[config.mk]
export PLATFORM = sky130hd
export DESIGN_NAME = fsowd_top
export DESIGN_NICKNAME = d
export VERILOG_FILES = /design/src/fsowd_idle_timer.v /design/src/fsowd_top.v
export VERILOG_INCLUDE_DIRS = /design/src /design/src/src
export SDC_FILE = /design/constraint.sdc
export NUM_CORES = 1
export LEC_CHECK = 0
export BUFFER_PORTS_ARGS = -buffer_cell sky130_fd_sc_hd__buf_2
export CORE_MARGIN = 5
export CORE_UTILIZATION = 45
export CTS_CLUSTER_SIZE = 24
export DETAILED_ROUTE_END_ITERATION = 8
export PLACE_DENSITY = 0.66
export SYNTH_ARGS = -nofsm -noshare
export SYNTH_HDL_FRONTEND = slang
export SYNTH_SLANG_ARGS = --single-unit
[constraint.sdc]
create_clock -name clk -period 2.77 [get_ports clk]
set_clock_uncertainty 0.2 [all_clocks]
set_input_delay 0.277 -clock clk [delete_from_list [all_inputs] [get_ports clk]]
set_output_delay 0.277 -clock clk [all_outputs]
set_load 0.005 [all_outputs]
[src/fsowd_defs.vh]
/*
 Constants for the fail-safe output watchdog: register offsets, field
 positions, reset values and timing figures. Assumes 32-bit AXI4-Lite.
*/
`ifndef FSOWD_DEFS_VH
`define FSOWD_DEFS_VH

// Byte offsets of the register words
`define FSOWD_OFF_DIN      8'h00
`define FSOWD_OFF_DOUT     8'h04
`define FSOWD_OFF_FSEDIT   8'h08
`define FSOWD_OFF_FSACT    8'h0c
`define FSOWD_OFF_CTRL     8'h10
`define FSOWD_OFF_HOSTIDLE 8'h14
`define FSOWD_OFF_PEERIDLE 8'h18
`define FSOWD_OFF_STATUS   8'h1c
`define FSOWD_OFF_COILS    8'h20

// Bit location numbering of the single-bit protocol space
`define FSOWD_LOC_DIN_FIRST  16'd1
`define FSOWD_LOC_DIN_LAST   16'd12
`define FSOWD_LOC_DOUT_FIRST 16'd17
`define FSOWD_LOC_DOUT_LAST  16'd22

// Control fields
`define FSOWD_CTRL_HOSTEN  0
`define FSOWD_CTRL_PEEREN  1
`define FSOWD_CTRL_APPLY   2
`define FSOWD_CTRL_CLRTO   3

// Status fields
`define FSOWD_STAT_HOSTTO  0
`define FSOWD_STAT_PEERTO  1
`define FSOWD_STAT_PENDING 2

// Reset values
`define FSOWD_RST_DOUT     6'h00
`define FSOWD_RST_FS       6'h00
`define FSOWD_RST_CTRL     2'h0

// Idle time unit in microseconds and cycles per unit at 50 MHz
`define FSOWD_CLK_HZ       50000000
`define FSOWD_TICK_US      1000
`define FSOWD_TICK_CYC     ((`FSOWD_CLK_HZ / 1000000) * `FSOWD_TICK_US)
`define FSOWD_RST_IDLE     16'd1000

`endif

[src/fsowd_idle_timer.v]
/*
 Idle timer: counts ticks since the last qualifying packet and raises a
 one-cycle timeout pulse once per idle period. Assumes a shared tick pulse.
*/
`timescale 1ns/1ns
module fsowd_idle_timer #(
  parameter CW = 16
) (
  input  wire          clk,
  input  wire          rst_n,
  input  wire          enable,
  input  wire          tick,
  input  wire          packetSeen,
  input  wire [CW-1:0] idleLimit,
  output reg           timeoutPulse,
  output reg           expired
);
  reg [CW-1:0] count_q;

  always @(posedge clk or negedge rst_n) begin
    if (!rst_n) begin
      count_q      <= {CW{1'b0}};
      expired      <= 1'b0;
      timeoutPulse <= 1'b0;
    end else begin
      timeoutPulse <= 1'b0;
      if (!enable || packetSeen) begin
        count_q <= {CW{1'b0}};
        expired <= 1'b0;
      end else if (tick && !expired) begin
        if (count_q >= idleLimit) begin
          expired      <= 1'b1;
          timeoutPulse <= 1'b1;
        end else begin
          count_q <= count_q + {{(CW-1){1'b0}}, 1'b1};
        end
      end
    end
  end
endmodule // fsowd_idle_timer

[src/fsowd_top.v]
/*
 Fail-safe output watchdog with AXI4-Lite registers. Twelve inputs and six
 outputs, host-traffic and peer-link watchdogs. Assumes packet-arrival
 strobes come from the network stack, synchronous to clk.
*/
// The implementer's own choices: the placing of the registers and register access over AXI4-Lite.
// Summary of operation
// - Timeout drives enabled fail-safe channels high
// - Timeout drives disabled fail-safe channels low
// - Host idle beyond limit forces fail-safe outputs
// - Peer idle timeout reports fail-safe values
// - Inputs readable as locations 00001 to 00012
// - Outputs readable and writable at 00017 to 00022
`timescale 1ns/1ns
`include "fsowd_defs.vh"
module fsowd_top #(
  parameter NIN  = 12,
  parameter NOUT = 6,
  parameter TICK = `FSOWD_TICK_CYC
) (
  input  wire            clk,
  input  wire            rst_n,
  input  wire [7:0]      s_axi_awaddr,
  input  wire            s_axi_awvalid,
  output wire            s_axi_awready,
  input  wire [31:0]     s_axi_wdata,
  input  wire [3:0]      s_axi_wstrb,
  input  wire            s_axi_wvalid,
  output wire            s_axi_wready,
  output reg  [1:0]      s_axi_bresp,
  output reg             s_axi_bvalid,
  input  wire            s_axi_bready,
  input  wire [7:0]      s_axi_araddr,
  input  wire            s_axi_arvalid,
  output wire            s_axi_arready,
  output reg  [31:0]     s_axi_rdata,
  output reg  [1:0]      s_axi_rresp,
  output reg             s_axi_rvalid,
  input  wire            s_axi_rready,
  input  wire [NIN-1:0]  digitalInputBit,
  input  wire            hostPacket,
  input  wire            peerPacket,
  output reg  [NOUT-1:0] digitalOutput,
  output reg             failsafeReport,
  output reg  [NOUT-1:0] failsafeReportValue
);
  reg  [NOUT-1:0] doutReg_q;
  reg  [NOUT-1:0] fsEdit_q;
  reg  [NOUT-1:0] fsActive_q;
  reg  [1:0]      ctrl_q;
  reg  [15:0]     hostIdle_q;
  reg  [15:0]     peerIdle_q;
  reg  [15:0]     tickCnt_q;
  reg             tick_q;
  reg             awHeld_q;
  reg  [7:0]      awAddr_q;
  reg             wHeld_q;
  reg  [31:0]     wData_q;
  reg  [3:0]      wStrb_q;
  reg             hostStick_q;
  reg             peerStick_q;
  wire            hostPulse;
  wire            hostExpired;
  wire            peerPulse;
  wire            peerExpired;
  wire            doWrite;
  wire [31:0]     wMasked;
  wire [15:0]     coilAddr;
  wire [2:0]      coilIdx;
  wire            coilHit;
  wire            clearSticky;
  wire            tickWrap;
  wire            awTake;
  wire            wTake;
  wire            arTake;
  wire [NOUT-1:0] failLevel;
  reg  [NOUT-1:0] outNext_d;
  reg  [31:0]     rdWord_d;

  // Bus response codes
  localparam RESP_OKAY   = 2'b00;
  localparam RESP_SLVERR = 2'b10;

  // Mapped-offset check shared by both channels
  function mapped;
    input [7:0] a;
    begin
      mapped = (a[1:0] == 2'b00) && (a <= `FSOWD_OFF_COILS);
    end
  endfunction

  assign s_axi_awready = !awHeld_q && !s_axi_bvalid;
  assign s_axi_wready  = !wHeld_q && !s_axi_bvalid;
  assign s_axi_arready = !s_axi_rvalid;
  assign doWrite       = awHeld_q && wHeld_q && !s_axi_bvalid;
  assign wMasked       = {{8{wStrb_q[3]}}, {8{wStrb_q[2]}}, {8{wStrb_q[1]}}, {8{wStrb_q[0]}}}
                         & wData_q;
  assign coilAddr      = wData_q[31:16];
  // Derived write-side decodes and the tick-counter wrap
  assign coilIdx       = coilAddr[2:0] - 3'h1;
  assign coilHit       = (coilAddr >= `FSOWD_LOC_DOUT_FIRST)
                         && (coilAddr <= `FSOWD_LOC_DOUT_LAST);
  assign clearSticky   = doWrite && (awAddr_q == `FSOWD_OFF_CTRL) && wStrb_q[0]
                         && wData_q[`FSOWD_CTRL_CLRTO];
  assign tickWrap      = (tickCnt_q == TICK[15:0] - 16'h0001);
  // Bus handshakes
  assign awTake        = s_axi_awvalid && s_axi_awready;
  assign wTake         = s_axi_wvalid && s_axi_wready;
  assign arTake        = s_axi_arvalid && s_axi_arready;

  // Idle-time unit tick
  always @(posedge clk or negedge rst_n) begin
    if (!rst_n) begin
      tickCnt_q <= 16'h0000;
      tick_q    <= 1'b0;
    end else if (tickWrap) begin
      tickCnt_q <= 16'h0000;
      tick_q    <= 1'b1;
    end else begin
      tickCnt_q <= tickCnt_q + 16'h0001;
      tick_q    <= 1'b0;
    end
  end

  fsowd_idle_timer #(.CW(16)) hostTimer (
    .clk          (clk),
    .rst_n        (rst_n),
    .enable       (ctrl_q[`FSOWD_CTRL_HOSTEN]),
    .tick         (tick_q),
    .packetSeen   (hostPacket),
    .idleLimit    (hostIdle_q),
    .timeoutPulse (hostPulse),
    .expired      (hostExpired)
  );

  fsowd_idle_timer #(.CW(16)) peerTimer (
    .clk          (clk),
    .rst_n        (rst_n),
    .enable       (ctrl_q[`FSOWD_CTRL_PEEREN]),
    .tick         (tick_q),
    .packetSeen   (peerPacket),
    .idleLimit    (peerIdle_q),
    .timeoutPulse (peerPulse),
    .expired      (peerExpired)
  );

  // Level each channel takes on timeout
  genvar ch;
  generate
    for (ch = 0; ch < NOUT; ch = ch + 1) begin : gFailLevel
      assign failLevel[ch] = fsActive_q[ch] ? 1'b1
                                            : 1'b0;
    end
  endgenerate

  // Output drive: fail-safe pattern while host timed out
  always @* begin
    if (hostExpired) begin
      outNext_d = failLevel;
    end else begin
      outNext_d = doutReg_q;
    end
  end

  always @(posedge clk or negedge rst_n) begin
    if (!rst_n) begin
      digitalOutput <= `FSOWD_RST_DOUT;
    end else begin
      digitalOutput <= outNext_d;
    end
  end

  // Peer-link report toward the host
  always @(posedge clk or negedge rst_n) begin
    if (!rst_n) begin
      failsafeReport      <= 1'b0;
      failsafeReportValue <= `FSOWD_RST_FS;
    end else begin
      failsafeReport <= peerPulse;
      if (peerPulse) begin
        failsafeReportValue <= fsActive_q;
      end
    end
  end

  // Write channel and register updates
  always @(posedge clk or negedge rst_n) begin
    if (!rst_n) begin
      awHeld_q     <= 1'b0;
      awAddr_q     <= 8'h00;
      wHeld_q      <= 1'b0;
      wData_q      <= 32'h00000000;
      wStrb_q      <= 4'h0;
      s_axi_bvalid <= 1'b0;
      s_axi_bresp  <= 2'b00;
      doutReg_q    <= `FSOWD_RST_DOUT;
      fsEdit_q     <= `FSOWD_RST_FS;
      fsActive_q   <= `FSOWD_RST_FS;
      ctrl_q       <= `FSOWD_RST_CTRL;
      hostIdle_q   <= `FSOWD_RST_IDLE;
      peerIdle_q   <= `FSOWD_RST_IDLE;
      hostStick_q  <= 1'b0;
      peerStick_q  <= 1'b0;
    end else begin
      if (awTake) begin
        awHeld_q <= 1'b1;
        awAddr_q <= s_axi_awaddr;
      end
      if (wTake) begin
        wHeld_q <= 1'b1;
        wData_q <= s_axi_wdata;
        wStrb_q <= s_axi_wstrb;
      end
      if (s_axi_bvalid && s_axi_bready) begin
        s_axi_bvalid <= 1'b0;
      end
      if (doWrite) begin
        awHeld_q     <= 1'b0;
        wHeld_q      <= 1'b0;
        s_axi_bvalid <= 1'b1;
        s_axi_bresp  <= mapped(awAddr_q) ? RESP_OKAY : RESP_SLVERR;
        case (awAddr_q)
          `FSOWD_OFF_DOUT: begin
            if (wStrb_q[0]) begin
              doutReg_q <= wData_q[NOUT-1:0];
            end
          end
          `FSOWD_OFF_FSEDIT: begin
            if (wStrb_q[0]) begin
              fsEdit_q <= wData_q[NOUT-1:0];
            end
          end
          `FSOWD_OFF_CTRL: begin
            if (wStrb_q[0]) begin
              ctrl_q <= wData_q[1:0];
              if (wData_q[`FSOWD_CTRL_APPLY]) begin
                fsActive_q <= fsEdit_q;
              end
            end
          end
          `FSOWD_OFF_HOSTIDLE: hostIdle_q <= wMasked[15:0];
          `FSOWD_OFF_PEERIDLE: peerIdle_q <= wMasked[15:0];
          `FSOWD_OFF_COILS: begin
            // Single-bit write: location in [31:16], value in bit 0
            if (coilHit) begin
              doutReg_q[coilIdx] <= wData_q[0];
            end
          end
          default: ;
        endcase
      end
      // Sticky timeout flags: event wins over clear
      if (clearSticky) begin
        hostStick_q <= hostPulse;
        peerStick_q <= peerPulse;
      end else begin
        if (hostPulse) begin
          hostStick_q <= 1'b1;
        end
        if (peerPulse) begin
          peerStick_q <= 1'b1;
        end
      end
    end
  end

  // Read word for the offered address; unmapped words read as zero
  always @* begin
    case (s_axi_araddr)
      `FSOWD_OFF_DIN:      rdWord_d = {{(32-NIN){1'b0}}, digitalInputBit};
      `FSOWD_OFF_DOUT:     rdWord_d = {{(32-NOUT){1'b0}}, digitalOutput};
      `FSOWD_OFF_FSEDIT:   rdWord_d = {{(32-NOUT){1'b0}}, fsEdit_q};
      `FSOWD_OFF_FSACT:    rdWord_d = {{(32-NOUT){1'b0}}, fsActive_q};
      `FSOWD_OFF_CTRL:     rdWord_d = {30'h00000000, ctrl_q};
      `FSOWD_OFF_HOSTIDLE: rdWord_d = {16'h0000, hostIdle_q};
      `FSOWD_OFF_PEERIDLE: rdWord_d = {16'h0000, peerIdle_q};
      `FSOWD_OFF_STATUS:   rdWord_d = {29'h00000000, (fsEdit_q != fsActive_q),
                                       peerStick_q | peerExpired,
                                       hostStick_q | hostExpired};
      // Bit image: inputs at bits 0..11 = locations 1..12, outputs at 16..21 = 17..22
      `FSOWD_OFF_COILS:    rdWord_d = {10'h000, digitalOutput, 4'h0,
                                       digitalInputBit};
      default:             rdWord_d = 32'h00000000;
    endcase
  end

  // Read channel
  always @(posedge clk or negedge rst_n) begin
    if (!rst_n) begin
      s_axi_rvalid <= 1'b0;
      s_axi_rdata  <= 32'h00000000;
      s_axi_rresp  <= 2'b00;
    end else if (arTake) begin
      s_axi_rvalid <= 1'b1;
      s_axi_rresp  <= mapped(s_axi_araddr) ? RESP_OKAY : RESP_SLVERR;
      s_axi_rdata  <= rdWord_d;
    end else if (s_axi_rvalid && s_axi_rready) begin
      s_axi_rvalid <= 1'b0;
    end
  end
endmodule // fsowd_top

==> results.md, run 1 <==
* Max cap viols at 0
* Pwr dens at 636 nW/um^2
* Slew HR at 44.7%
* Count of pins over their slew limit at 0
* Asr flop ratio synth at 100%
* Failing checks: negative setup slack
* RSZ-0062 raised after global routing: yes
* Fmax at 350 MHz
* Final number of setup-violating endpoints at 3
* Syn avg cell area at 10.5 sq um
* Wirelength per Cell at 16.6 um
* Initial Utilization at 46.0%
* Final net count at 1,214
* CP Max Fanout at 5
* CTS Buffer Depth at 2
* Synth-to-Final Area Change at 26.1%
* Clk_lat worst skew at 0.43 ns
* Largest area contributor in the netlist: dfrtp_1
* Critical Path AT at 3.00 ns
* Largest stage delay, worst path at 0.54 ns
* Crit path time final at 2.86 ns
* Post-Place Setup Slack at -0.146 ns
* Sequential-to-total area share from yosys stat at 50.7%
* Drc violations at 0
* Buffers & Inverters on Critical Path at 2
* Layout cells sized above 1 at 28.8%
* # clock sinks at 190
* Post-synth top flop: dfrtp_1
* Vias in the first global route at 7,455
* Aggregate routed wire length at 23,000 um
* Share of the synthesized area in the top cell type at 47.4%
* Ranking of synthesized cells by area: dfrtp_1 47%, mux2_2 8.1%, ha_1 5.1%
* CP Cell Sequence: inv_2 -> ha_4 -> a21o_1 -> a221o_1 -> a2111oi_4 -> buf_6 -> o2111ai_4 -> or3_1 -> a21oi_2
* CP startpoint: peerIdle_q[9]
* Crit Path Class: flip-flop to flip-flop
* Worst Tran Pin Value at 0.830 ns
* Core area at 20,400 sq um
* Hold path start: digitalInputBit[7]
* Antenna Nets Post-Route at 0
* Final Wtd Congestion at 0.863
* Worst Setup Slack, final at -0.0874 ns
* Clk slew on worst S/H paths at 0.07 ns
* CP top delay family: compound AO/OA/AOI/OAI gates
* Via count at 7,422
* Yosys warning count at 0
* GRT Residual Overflow at 0
* Period utilization at 103%
* Final-report hold violation count at 0
* Outcome: complete, but fails checks
* VDD IR-drop max at 0.555 mV
* Worst Setup End Kind: flip-flop
* Antenna violations before repair at 0
* Clk root buf: clkbuf_16
* Num rows at 52
* Total I/O pin count at 127
* R2r startpoint: peerIdle_q[9]
* Worst hold-check path type: input pin to flip-flop
* EDFF count, synth at 0
* Global-route usage over all layers at 19.5%
* CTS buffer count at 17
* Cell depth of the worst setup path at 9
* H-tree level count at 4
* I/O Buffers at 112
* Post-DP HPWL at 16,300 um
* First-pass GRT wire length at 37,800 um
* DR pass1 iterations at 5
* Startpoint types: flip-flop
* Mapped Cells at 893
* Die X at 155 um
* Die ar. at 23,900 sq um
* Antenna diodes at 0
* Leak at 0.00525 uW
* Req. time, crit path at 2.92 ns
* Worst path slowest cell: dfstp_2
* Mapped Area at 9400 sq um
* Hold Path Depth at 3
* Initial drt markers at 374
* Fin util at 58.0%
* Yosys reg bits at 190
* Worst R2R Path Depth at 9
* CTS tree: done
* Largest net degree at the start of global routing at 63
* Library cells used by synthesis at 62
* Die Ht at 155 um
* Vias per cell at 5.36
synthesized netlist by cell type (9+ instances only):
master and n:
nand4_1 14, a22o_1 12, ha_1 38, nand2b_1 11
buf_4 12, xor2_1 9, a21oi_1 39, mux2i_1 9
inv_1 46, xnor2_1 13, dfstp_2 12, nand3_1 15
nor2_1 32, mux2_2 68, clkbuf_1 27, o21ai_0 87
dfrtp_1 178, or3_1 24, nand2_1 108
where the power goes:
part / total [uW] / internal, uW / switching [uW]
Clock: 2280 / 1230 / 1050
Combinational: 1640 / 828 / 811
Sequential: 3630 / 3220 / 402
cell usage in the layout, fill, tap and decap left out, types with 5 or more instances in the layout:
cell type,n
o21ai_0,81
or4_1,6
buf_4,52
or3_1,18
a21oi_2,10
dfrtp_1,178
and4_1,5
clkbuf_16,17
nand3_1,15
a31oi_1,5
ha_1,35
conb_1,12
nor2b_1,7
mux2_2,68
nand2_1,108
mux2i_1,9
or3_4,6
xor2_1,9
and3_1,8
nand2b_1,11
dfstp_2,12
a22oi_1,8
and2_1,6
buf_2,111
xnor2_1,11
nor3_1,7
nand4_1,14
dlygate4sd3_1,53
a22o_1,12
a221oi_1,5
nor2_1,32
inv_1,42
a222oi_1,6
a21o_1,7
o21ai_1,7
a21oi_1,29
o21a_1,8
nor4_1,7
flip-flops by register name, indices dropped and copies added, names as in the netlist, 2 cells and up:
register / flops
fsEdit_q: 6
wData_q: 32
digitalOutput: 6
awAddr_q: 8
s_axi_rdata: 22
hostIdle_q: 16
failsafeReportValue: 6
tickCnt_q: 16
peerTimer.count_q: 16
wStrb_q: 2
fsActive_q: 6
ctrl_q: 2
peerIdle_q: 16
hostTimer.count_q: 16
doutReg_q: 6
per-stage QoR:
stage	total power, uW	instance area, sq um	setup TNS, ns	instances	hold WS [ns]
6_report	7540	11900	-0.178	1385	0.0373
5_1_grt	7970	11900	-1.60	1385	0.0589
4_1_cts	7560	11700	-0.0898	1379	0.0265
3_5_place_dp	5200	10500	-1.41	1289	0.112
3_3_place_gp	5150	10500	-0.252	1289	0.108
2_1_floorplan	4610	9440	-0.0311	904	-0.219
path summary, 6_finish.rpt:
check                                        to  slack (ns)
max in group asynchronous  peerTimer.count_q[6]        1.40
hold / removal                   s_axi_rdata[7]        0.04
setup reg to reg           peerTimer.count_q[9]       -0.09
min in group asynchronous       s_axi_rdata[18]        0.19
setup / recovery           peerTimer.count_q[9]       -0.09
hold reg to reg                     hostStick_q        0.24
kinds of logic after synthesis:
group                    after synthesis  synth area share (%)
AND/OR/NAND/NOR                      267                  14.4
AO/OA/AOI/OAI                        207                  14.3
flip-flops                           190                  50.7
buffers and inverters                 90                  4.09
multiplexers                          78                  9.34
adder cells (fa/ha/maj)               38                  5.06
XOR/XNOR                              22                  2.05
other                                  1                0.0399
cell type report:
class	count	area, sq um
flip-flops and latches	190	4770
fillers	1766	8570
well taps	270	338
clock inverters	11	93.8
multi-input cells	625	4470
inverters	46	173
repair buffers	223	1580
clock buffers	20	437
routing by layer:
metal | up-vias | GRT usage (%) | routed length [um]
li1 | 3606 | - | -
met1 | 3618 | 26.8 | 10600
met2 | 161 | 31.6 | 11000
met3 | 37 | 4.00 | 1050
met4 | 0 | 5.59 | 365
met5 | - | 0 | 0
repair_timing:
item                                    4_1_cts  5_1_grt
endpoints found under the setup margin       24       25
gates resized for setup                       5       39
pin swaps                                    10       29
hold endpoints to repair                    105        0
gates cloned                                  0        1
buffers inserted                              6        5
hold buffers                                 53        0
worst reg2reg max path, delay by kind of cell (launching register included):
kind	cells	cell delay (ns)
compound gates	5	1.13
fa+ha+maj	1	0.23
buf+inv	2	0.22
flops	1	0.54
simple gates	1	0.46
No activity file was read; power rests on OpenSTA's default activity.
==> run 2: changes to the inputs <==
PLACE_DENSITY = 0.67   (was 0.66)
==> results.md, run 2 (synthesis results as in run 1) <==
* Top flop regs: wData_q: 32 flops, s_axi_rdata: 22 flops
* Vias per cell at 5.32 (-0.66%)
* Synth-to-Final Area Change at 26.3%
* Commonest non-fill, non-tap cell in the layout: dfrtp_1
* Largest net degree at the start of global routing at 73 (+16%)
* Max cap viols at 0 (unchanged)
* Startpoint types: flip-flop
* Final-report hold violation count at 0 (unchanged)
* Worst Tran Pin Value at 0.834 ns (+0.00418 ns)
* Crit path time final at 2.86 ns (-0.00200 ns)
* Layout cells sized above 1 at 29.4% (+0.61 points)
* CP top delay family: compound AO/OA/AOI/OAI gates
* CTS Buffer Depth at 2 (unchanged)
* Clk_lat worst skew at 0.44 ns (about the same)
* Slew HR at 44.4% (-0.28 points)
* Post-Place Setup Slack at -0.101 ns (+0.0442 ns)
* Worst Setup Slack, final at -0.0854 ns (+0.00200 ns)
* FF-to-FF End: hostTimer.count_q[4]
* Drc violations at 0 (unchanged)
* Req. time, crit path at 2.92 ns (about the same)
* RSZ-0062 raised after global routing: yes
* Critical Path AT at 3.00 ns (about the same)
* Hold Path Depth at 3 (unchanged)
* Clk slew on worst S/H paths at 0.07 ns (about the same)
* Fin util at 58.1% (+0.074 points)
* CP Max Fanout at 5 (unchanged)
* Final net count at 1,207 (-0.58%)
* Period utilization at 103% (about the same)
* Worst hold-check path type: input pin to flip-flop
* Vias in the first global route at 7,358 (-1.3%)
* Flop-to-flop setup slack at -0.09 ns (about the same)
* Worst Setup End Kind: flip-flop
* Initial Utilization at 46.0% (unchanged)
* Outcome: complete, but fails checks
* H-tree level count at 4 (unchanged)
* Antenna Nets Post-Route at 0 (unchanged)
* Failing checks: negative setup slack
* CP startpoint: hostIdle_q[9]
* # clock sinks at 190 (unchanged)
* Via count at 7,341 (-1.1%)
* Largest stage delay, worst path at 0.54 ns (about the same)
* Clk root buf: clkbuf_16
* Antenna violations before repair at 0 (unchanged)
* Hold EP: s_axi_rdata[11]
* Wirelength per Cell at 16.4 um (-1.0%)
* First-pass GRT wire length at 37,800 um (unchanged)
* Die ar. at 23,900 sq um (unchanged)
* Num rows at 52 (unchanged)
* Die Ht at 155 um (unchanged)
* CP Cell Sequence: inv_2 -> ha_4 -> a21o_1 -> a221o_1 -> a211oi_4 -> o211ai_1 -> buf_4 -> or3_4 -> a21oi_2
* Buffers & Inverters on Critical Path at 2 (unchanged)
* Top reg by flops: wData_q
* CTS tree: done
* Worst path slowest cell: dfstp_2
* Antenna diodes at 0 (unchanged)
* Pwr dens at 650 nW/um^2 (+2.1%)
* VDD IR-drop max at 0.500 mV (-10%)
* Initial drt markers at 449 (+20%)
* Commonest non-fill, non-tap cells in the layout: 178 x dfrtp_1, 113 x buf_2, 108 x nand2_1
* Fmax at 350 MHz (about the same)
* Die X at 155 um (unchanged)
* Count of pins over their slew limit at 0 (unchanged)
* GRT Residual Overflow at 0 (unchanged)
* Final Wtd Congestion at 0.863 (about the same)
* Leak at 0.00526 uW (about the same)
* Worst R2R Path Depth at 9 (unchanged)
* Aggregate routed wire length at 22,600 um (-1.4%)
* Hold path start: digitalInputBit[11]
* Core area at 20,400 sq um (unchanged)
* Total I/O pin count at 127 (unchanged)
* Final number of setup-violating endpoints at 12 (+9)
* DR pass1 iterations at 5 (unchanged)
* I/O Buffers at 112 (unchanged)
* Post-DP HPWL at 16,200 um (-0.43%)
* Crit Path Class: flip-flop to flip-flop
* CTS buffer count at 17 (unchanged)
* Max reg flops at 32 (unchanged)
* Global-route usage over all layers at 19.3% (-0.21 points)
* R2r startpoint: hostIdle_q[9]
run 2: cell types whose count changed in the layout (fill, tap and decap cells not counted), sizes merged:
cell | previous run | this run
clkinv | 5 | 4
inv | 48 | 55
o2111ai | 5 | 4
clkinvlp | 3 | 1
dlygate4sd3 | 53 | 51
clkbuf | 21 | 18
buf | 169 | 165
run 2: stage by stage:
step	cells	power, uW	cell area (sq um)	setup TNS, ns	hold slack [ns]
floorplan	904	4610	9440	-0.0311	-0.219
global placement	1290	5130	10500	-0.174	0.145
detailed placement	1290	5190	10500	-0.746	0.148
CTS	1376	7770	11700	-0.0671	0.000449
global route	1379	8170	11900	-2.99	0.0122
finish	1379	7710	11900	-0.494	0.00750
run 2: how the worst max path moves through the flow:
stage                                  to  slack [ns]  depth (start not counted)
detailed placement  peerTimer.count_q[12]       -0.10                          9
global placement    peerTimer.count_q[15]       -0.06                          9
global route         hostTimer.count_q[4]       -0.20                          9
CTS                 peerTimer.count_q[15]       -0.04                          9
floorplan           peerTimer.count_q[15]       -0.03                          8
finish               hostTimer.count_q[4]       -0.09                          9
run 2: repair_timing:
item,4_1_cts,5_1_grt
pin swaps,10,29
cloned,1,1
gates resized for setup,12,36
hold buffers,51,0
hold endpoints to repair,119,0
endpoints found under the setup margin,23,26
buffers inserted,2,2
run 2: final cells by class:
class | instances | area (sq um)
Fill cell | 1747 | 8560
Clock inverter | 15 | 168
Clock buffer | 17 | 425
Timing Repair Buffer | 217 | 1520
Tap cell | 270 | 338
Inverter | 46 | 173
Multi-Input combinational cell | 624 | 4480
Sequential cell | 190 | 4770
run 2: worst min-delay path, stage by stage:
cell and delay, ns:
buf_2 0.09, a222oi_1 0.09, o21ai_0 0.15
run 2: power breakdown:
part	switching [uW]	internal, uW	leakage, uW	total, uW
logic	788	799	0.00248	1590
registers	430	3220	0.00249	3650
clock network	1190	1290	0.000291	2480
run 2: metal layers:
metal / wire length (um) / part of all wire, % / vias up / track usage (%)
met5: 0 / 0 / - / 0
met4: 280 / 1.2 / 0 / 4.67
met3: 873 / 3.9 / 27 / 3.30
met2: 10900 / 48 / 137 / 31.8
met1: 10600 / 47 / 3574 / 26.8
li1: - / - / 3603 / -
